[src/core/tape_continue_consts.svh]
// Constants for the tape continue control block.
`ifndef TAPE_CONTINUE_CONSTS_SVH
`define TAPE_CONTINUE_CONSTS_SVH
`define CC_OP_WIDTH       2
`define CC_OP_IDLE        2'h0
`define CC_OP_READ        2'h1
`define CC_OP_CHECK_READ  2'h2
`define CC_OP_WRITE       2'h3
`define CC_INSTR_CONTINUE 8'h46
`define CC_INSTR_CONT_GAP 8'h47
`define CC_BLOCK_CHARS    720
`define CC_STATE_WIDTH    4
`endif

[src/core/tape_continue_pkg.sv]
// Types shared by the tape continue control files.
package tape_continue_pkg;
    typedef enum logic [3:0] {
        ST_IDLE  = 4'b0001,
        ST_READ  = 4'b0010,
        ST_CHECK = 4'b0100,
        ST_WRITE = 4'b1000
    } op_state_t;
endpackage : tape_continue_pkg

[src/core/cc_event_flag.sv]
// Sticky flag with set-over-clear priority.
module cc_event_flag (
    input  wire logic sys_clk_i,
    input  wire logic rst_i,
    input  wire logic set_i,
    input  wire logic clr_i,
    output logic      flag_o
);
    // A set arriving with a clear wins, so no event is lost.
    always_ff @(posedge sys_clk_i) begin
        if (rst_i) begin
            flag_o <= 1'b0;
        end else if (set_i) begin
            flag_o <= 1'b1;
        end else if (clr_i) begin
            flag_o <= 1'b0;
        end
    end
endmodule : cc_event_flag

[src/core/tape_continue_control.sv]
// Continue control for the tape synchronizer read, check-read and write operations.
// Behaviour
// - Continue set by 70/71, cleared at group start.
// - Only 71 sets continue-beyond-gap.
// - Native read: gap flag needs last blockette.
// - Gap flag cleared on gap insert/detect.
// - Read without continue sets check-read.
// - Group end sets continue-check, clears gap flag.
// - Gap flag clear enables read ending.
// - 70/71 with continue-check raise error.
// - Gap flag set inhibits read ending.
// - Continue blocks check-read/continue-check gate.
// - Read ends at group only before gap.
// - Read error clears both continue flags.
// - Started check-read runs to block end.
// - Check-read error clears both continue flags.
// - Write without continue: continue-check at nine words.
// - Continue-check triggers write ending.
// - No continue blocks memory request after tenth.
// - 71 in first nine words inserts gap.
// - Write error clears both continue flags.
// - 70/71 after read end or idle error.
`include "tape_continue_consts.svh"
module tape_continue_control
    import tape_continue_pkg::*;
(
    // Clock and reset.
    input  wire logic       sys_clk_i,
    input  wire logic       rst_i,
    // Program instructions, one-cycle pulses.
    input  wire logic       instr_continue_i,
    input  wire logic       instr_cont_gap_i,
    // Operation start and type.
    input  wire logic       op_start_i,
    input  wire logic [1:0] op_kind_i,
    input  wire logic       op_end_i,
    input  wire logic       native_format_i,
    // Read and write circuit events.
    input  wire logic       ten_word_set_i,
    input  wire logic       group_end_i,
    input  wire logic       gap_follows_i,
    input  wire logic       blockette_last_group_i,
    input  wire logic       write_gap_insert_begin_i,
    input  wire logic       read_gap_detect_i,
    input  wire logic       nine_words_done_i,
    input  wire logic       tenth_word_fetched_i,
    input  wire logic       block_end_i,
    input  wire logic       rw_error_i,
    // Flag state.
    output logic            continue_o,
    output logic            continue_gap_o,
    output logic            continue_check_o,
    output logic            check_read_o,
    output logic            rw_error_o,
    // Controls to the read, write and buffer circuits.
    output logic            group_end_no_continue_o,
    output logic            read_end_enable_o,
    output logic            read_stop_o,
    output logic            write_end_o,
    output logic            write_gap_request_o,
    output logic            mem_request_block_o,
    output logic            continue_check_error_o
);
    op_state_t  state_q;
    op_state_t  state_d;
    logic       continue_q;
    logic       gap_q;
    logic       check_read_q;
    logic       read_ended_q;
    logic       any_instr;
    logic       in_op;
    logic       gap_allowed;
    logic       zen;
    logic       cc_set;
    logic       cc_clr;
    logic       cc_flag;
    logic       err_q;

    function automatic logic is_kind(input logic [1:0] k, input logic [1:0] ref_k);
        is_kind = (k == ref_k);
    endfunction : is_kind

    assign any_instr = instr_continue_i | instr_cont_gap_i;
    assign in_op     = (state_q != ST_IDLE);

    always_comb begin
        state_d = state_q;
        case (state_q)
            ST_IDLE: begin
                if (op_start_i && is_kind(op_kind_i, `CC_OP_READ)) begin
                    state_d = ST_READ;
                end else if (op_start_i && is_kind(op_kind_i, `CC_OP_CHECK_READ)) begin
                    state_d = ST_CHECK;
                end else if (op_start_i && is_kind(op_kind_i, `CC_OP_WRITE)) begin
                    state_d = ST_WRITE;
                end
            end
            ST_READ, ST_CHECK, ST_WRITE: begin
                if (op_end_i) begin
                    state_d = ST_IDLE;
                end
            end
            default: state_d = ST_IDLE;
        endcase
    end

    always_ff @(posedge sys_clk_i) begin
        if (rst_i) begin
            state_q <= ST_IDLE;
        end else begin
            state_q <= state_d;
        end
    end

    // End of a read group with no continue pending.
    assign zen = (state_q == ST_READ) && !check_read_q && group_end_i && !continue_q;

    // The gap flag may only be taken on native read when the blockette counter allows.
    assign gap_allowed = (state_q == ST_WRITE) ||
                         !native_format_i || blockette_last_group_i;

    // Continue flag: instruction sets win over the group-start clear.
    always_ff @(posedge sys_clk_i) begin
        if (rst_i) begin
            continue_q <= 1'b0;
        end else if (op_start_i) begin
            continue_q <= 1'b0;
        end else if (rw_error_i) begin
            continue_q <= 1'b0;
        end else if (any_instr && in_op && !cc_flag && !read_ended_q) begin
            continue_q <= 1'b1;
        end else if (ten_word_set_i) begin
            continue_q <= 1'b0;
        end
    end

    // Continue-beyond-gap flag.
    always_ff @(posedge sys_clk_i) begin
        if (rst_i) begin
            gap_q <= 1'b0;
        end else if (op_start_i) begin
            gap_q <= 1'b0;
        end else if (rw_error_i || zen || cc_set) begin
            gap_q <= 1'b0;
        end else if (instr_cont_gap_i && in_op && !cc_flag && !read_ended_q && gap_allowed) begin
            gap_q <= 1'b1;
        end else if ((state_q == ST_WRITE) && write_gap_insert_begin_i) begin
            gap_q <= 1'b0;
        end else if ((state_q != ST_WRITE) && read_gap_detect_i) begin
            gap_q <= 1'b0;
        end
    end

    // Check-read once begun holds until the block ends, regardless of instructions.
    always_ff @(posedge sys_clk_i) begin
        if (rst_i) begin
            check_read_q <= 1'b0;
        end else if (op_start_i) begin
            check_read_q <= is_kind(op_kind_i, `CC_OP_CHECK_READ);
        end else if (zen) begin
            check_read_q <= 1'b1;
        end else if (block_end_i && !gap_q) begin
            check_read_q <= 1'b0;
        end
    end

    // Read-to-memory has ended once check-read took over.
    always_ff @(posedge sys_clk_i) begin
        if (rst_i) begin
            read_ended_q <= 1'b0;
        end else if (op_start_i) begin
            read_ended_q <= 1'b0;
        end else if (zen) begin
            read_ended_q <= 1'b1;
        end
    end

    always_ff @(posedge sys_clk_i) begin
        if (rst_i) begin
            err_q <= 1'b0;
        end else if (rw_error_i) begin
            err_q <= 1'b1;
        end else if (op_start_i) begin
            err_q <= 1'b0;
        end
    end

    assign cc_set = zen || ((state_q == ST_WRITE) && nine_words_done_i && !continue_q
                    && !any_instr);
    assign cc_clr = op_start_i;

    cc_event_flag u_cc_flag (
        .sys_clk_i (sys_clk_i),
        .rst_i     (rst_i),
        .set_i     (cc_set),
        .clr_i     (cc_clr),
        .flag_o    (cc_flag)
    );

    // Error pulse is registered so the program sees it one cycle after the instruction.
    always_ff @(posedge sys_clk_i) begin
        if (rst_i) begin
            continue_check_error_o <= 1'b0;
        end else begin
            continue_check_error_o <= any_instr && (cc_flag || !in_op || read_ended_q);
        end
    end

    assign continue_o       = continue_q;
    assign continue_gap_o   = gap_q;
    assign continue_check_o = cc_flag;
    assign check_read_o     = check_read_q;
    assign rw_error_o       = err_q;
    assign group_end_no_continue_o = zen;
    // Read ending is only armed when the gap flag is clear.
    assign read_end_enable_o = (state_q == ST_READ || state_q == ST_CHECK) && !gap_q;
    // Reading stops at a group boundary only when a gap follows it.
    assign read_stop_o = read_end_enable_o && check_read_q && group_end_i && gap_follows_i;
    assign write_end_o = (state_q == ST_WRITE) && cc_flag;
    assign write_gap_request_o = (state_q == ST_WRITE) && gap_q;
    assign mem_request_block_o = (state_q == ST_WRITE) && !continue_q &&
                                 tenth_word_fetched_i;
endmodule : tape_continue_control

[config.mk]
export PLATFORM = sky130hd
export DESIGN_NAME = tape_continue_control
export DESIGN_NICKNAME = d
export VERILOG_FILES = /design/src/core/tape_continue_pkg.sv /design/src/core/cc_event_flag.sv /design/src/core/tape_continue_control.sv
export VERILOG_INCLUDE_DIRS = /design/src /design/src/core
export SDC_FILE = /design/constraint.sdc
export NUM_CORES = 1
export LEC_CHECK = 0
export ABC_AREA = 1
export BUFFER_PORTS_ARGS = -buffer_cell sky130_fd_sc_hd__buf_2
export CAP_MARGIN = 15
export CORE_MARGIN = 1.5
export CORE_UTILIZATION = 45
export DETAILED_ROUTE_END_ITERATION = 8
export PLACE_DENSITY = 0.76
export SLEW_MARGIN = 0
export SYNTH_ARGS = -nofsm -noshare
export SYNTH_HDL_FRONTEND = slang
export SYNTH_SLANG_ARGS = --single-unit
[constraint.sdc]
create_clock -name sys_clk_i -period 1.6 [get_ports sys_clk_i]
set_input_delay 0 -clock sys_clk_i [delete_from_list [all_inputs] [get_ports sys_clk_i]]
set_output_delay 0 -clock sys_clk_i [all_outputs]
set_load 0.05 [all_outputs]
Word-level counts from Yosys, hierarchy flattened
Index checks and enable logic that the tools add are counted.

Equal/unequal tests: 11. Reductions and logical operators: 54. Bitwise operators: 1. Muxes and demuxes: 16.

Operators with widths (count): 1-bit logical AND (28); 4-bit 2-to-1 mux (4); 1-bit 2-to-1 mux (11); 3-bit OR reduction (3); 1-bit zero test (8); 1-bit logical OR (8); 4-bit != test, second input constant (2); 4-bit one-hot mux with 2 select lines (1); 2-bit nonzero test (3); 3-bit nonzero test (2); 2-bit equality test, second input constant (2); 4-bit by 1-bit equality test with 1-bit output, second input constant (1); 4-bit by 2-bit equality test with 1-bit output, second input constant (1); 4-bit by 3-bit equality test with 1-bit output, second input constant (1); 4-bit equality test, second input constant (1); 4-bit by 1-bit != test with 1-bit output, second input constant (1); 2-bit by 1-bit equality test with 1-bit output, second input constant (1); 2-bit != test, second input constant (1); 2-bit AND reduction (1); 2-bit OR reduction (1); 1-bit OR (1).

Register bits: 11. Output and inout port bits: 12. Logic and storage cells: 90. Input port bits: 19.

Longest topological paths before layout
Word-level depth: 7. Mapped depth: 9. Mapped depth without buffers: 9.

Hierarchy
From an unflattened synthesis, not the netlist that was laid out.

Cell total of the unflattened synthesis: 98. Area total of the unflattened synthesis: 643.1 sq um.

By module, submodules not included: tape_continue_control (area an instance 603.1 sq um, seq. area each 200.2 sq um, cells each 93, instances 1); cc_event_flag (area an instance 40.0 sq um, seq. area each 20.0 sq um, cells each 5, instances 1).

Least setup slack after synthesis
OpenSTA, ideal clock, no wires.

Path type: reg-to-output. Start point: register state_q[3]. End point: output port mem_request_block_o. Path buffers: 0. Cell stages (with the launch flop): 5. Data required time: 1.600 ns. Slack: -0.159 ns. Arrival time: 1.759 ns. Path through: dfxtp_1 inv_1 nor2_4 nand2_4 nor3b_1.

Cells in the longest elaborated chain, start to end: 3.

RTL lines: from (decl) (RTL line tape_continue_control.sv:64) `op_state_t state_q;`; from (signal assigned) (RTL line tape_continue_control.sv:111) `state_q <= state_d;`; 4-bit equality test (RTL line tape_continue_control.sv:221) `assign mem_request_block_o = (state_q == ST_WRITE) && !continue_q &&`; 1-bit logical AND (2 in series) (RTL line tape_continue_control.sv:221); to (decl) (RTL line tape_continue_control.sv:61) `output logic mem_request_block_o,`.

No other way between the ends.

Worst setup path in the final report
Start point: register state_q[1]. End point: output port group_end_no_continue_o.

Cells in the longest elaborated chain, start to end: 4.

RTL lines: 4-bit by 2-bit equality test with 1-bit output (RTL line tape_continue_control.sv:116) `assign zen = (state_q == ST_READ) && !check_read_q && group_end_i && !continue_q;`; 1-bit logical AND (3 in series) (RTL line tape_continue_control.sv:116); to (decl) (RTL line tape_continue_control.sv:56) `output logic group_end_no_continue_o,`.

No other way between the ends.

==> metrics.cfg <==
[detailed_routing]
via_per_inst = 4.79
vias = 709
drc_errors = 0
wl_per_cell_um = 9.87
drt_first_pass_iters = 4
drt_iter0_markers = 10
finalWirelength_mm = 1.46
ant_nets = 0

[clock_tree]
path_clk_slew_ns = 0.07
cts_max_level = 1
post_cts_resized = 0
post_cts_buffers = 0
cts_tree = built
cts_made_buffers = 3
clock_latency_ns = 0.28
clockRootBuffer = clkbuf_4
clock_path_buffers = 2
cts_sinks = 11

[critical_path]
crit_top_cell = inv_1
critical_path.max_fanout = 4
end_kind = primary output
cp-start-kind = flip-flop
worstPathCellList = inv_1 > nor2_1 > nand2_2 > inv_1 > nand2_1 > inv_2 > buf_2
critPathArrivalTime_ns = 1.43
slowest_delay_ns = 0.36
path_class = flip-flop to primary output
cp_slowest_cell = dfxtp_1
cp.buffers_inverters = 4
cpLargestDelayFamily = buffers and inverters
crit_required_ns = 1.60

[logic_synthesis]
synth_seq_area_share_pct = 35.2
avgSynthCellArea_um2 = 6.59
ys_seq_elements = 11
synth_area_um2 = 626
yosys-top-cells-area = dfxtp_1, nor2_1, nand2_1
yosys.area.top_type_share_pct = 35.2
synth_top_cell_by_area = dfxtp_1
synth-async-reset-ratio_pct = 0
synthFlopType = dfxtp_1
postSynthCellCount = 95
mappedNetlistNets = 114
ys_types = 21
yosys_warnings = 0
synth_edf_count = 0

[final_layout]
final_util_pct = 66.5
fin_area_um2 = 866
final_cell_mix = buf_2, nor2_1, nand2_1
stdcell_count = 148
area_growth_pct = 38.4
layout_commonest_cell = buf_2
insertedDiodeCount = 0
nets = 153
drive_above_1_share_pct = 34.6
nFillCells = 121

[power]
powerDensity_nw_per_um2 = 1390
p_total_mw = 1.20
peakVddDrop_uv = 863
leakage_nw = 0.489

[timing]
fin_tns_setup_ns = 0
holdWs_ns = 0.00231
period_share_pct = 89.1
finalHoldViolCount = 0
setup_slack_ns = 0.174
setup_viol = 0
slew_headroom_pct = 83.3
min_period_ns = 1.43
finClkSkew_ns = 0.00309
slew_violations = 0
rsz0062_at_grt = no
fmax_ghz = 0.701
tightest_slew_ns = 0.252

[status]
status = completed

[placement]
dpl_cell_area_um2 = 800
dp_hpwl_mm = 1.16
placed_cells = 140
preCtsSetupSlack_ns = 0.464
portBuffers = 30
gp_congestion = 0.804

[grt]
grt_max_degree = 8
antenna_found_initial = 0
grt_pass1_wl_mm = 1.97
overflow = 0
grt_use_total_pct = 18.9
grt_pass1_vias = 523

[flow_run]
drv_cap = 0

[floorplan]
io_pins = 31
rows = 13
initial_utilization_pct = 48.1
die_width_um = 40.3
core_um2 = 1300
die_area_um2 = 1620
fp.dieH_um = 40.3

[worst_hold_path]
hold_class = primary input to flip-flop

## worst reg2reg max path, stage by stage (launching register included)
cell and delay (ns):
dfxtp_1 0.36, inv_1 0.10, nor2_4 0.12, nand2_4 0.09, nand3_2 0.09, nand2_2 0.07, nand2_4 0.08, nand2_1 0.06
nand2_1 0.07, nor2_1 0.04
## cell usage after synthesis (2+ instances only)
cell / count
nand2_1: 19
a21oi_1: 2
nand3_2: 2
nor2_2: 3
dfxtp_1: 11
nand2_2: 2
inv_2: 2
o21ai_0: 2
nand2_4: 2
nor3b_1: 2
inv_1: 11
nor2_1: 21
nand3_1: 8
## cells by family (layout without fill, tap and decap cells)
family	after synthesis	in the layout	share of synthesized area [%]
flip-flops	11	11	35.2
AND/OR/NAND/NOR	63	63	49.4
AO/OA/AOI/OAI	8	8	7.60
buffers and inverters	13	51	7.80
## what timing repair did
item,CTS,global route
hold buffers,3,1
hold endpoints to repair,4,1
endpoints found under the setup margin,0,0
## area by class of cell
cell class              instances  area (um^2)  area share (%)
flip-flops and latches         11          220            25.4
inverters                      13         48.8            5.64
multi-input cells              71          362            41.8
clock buffers                   4         26.3            3.03
well taps                      15         18.8            2.17
repair buffers                 34          190            22.0
## where the power goes
| part | switching (mW) | total (mW) | leakage, nW | internal, mW |
|---|---|---|---|---|
| combinational | 0.407 | 0.609 | 0.384 | 0.201 |
| sequential | 0.0592 | 0.397 | 0.0902 | 0.338 |
| clock | 0.0996 | 0.197 | 0.0150 | 0.0969 |
## sequential cells by signal, indices dropped and copies added, names as in the netlist
| name | flops |
|---|---|
| continue_check_error_o | 1 |
| state_q | 4 |
| continue_o | 1 |
| read_ended_q | 1 |
| check_read_o | 1 |
| rw_error_o | 1 |
| u_cc_flag.flag_o | 1 |
| continue_gap_o | 1 |
## metal layers
layer	up-vias	wire length [um]	GRT usage, %	part of all wire, %
li1	375	-	-	-
met4	0	39	12.5	2.7
met2	24	636	31.5	44
met3	5	104	3.33	7.1
met1	305	680	22.0	47
met5	-	0	0	0
## path summary, 6_finish.rpt
kind,startpoint,endpoint,slack (ns),cells after the start
worst min register to register,read_ended_q,read_ended_q,0.49,2
worst max register to register,state_q[3],state_q[3],0.44,9
worst min-delay path,instr_continue_i,continue_o,0.002,3
worst max-delay path,state_q[1],group_end_no_continue_o,0.17,7
Power figures use the tool's default switching activity.
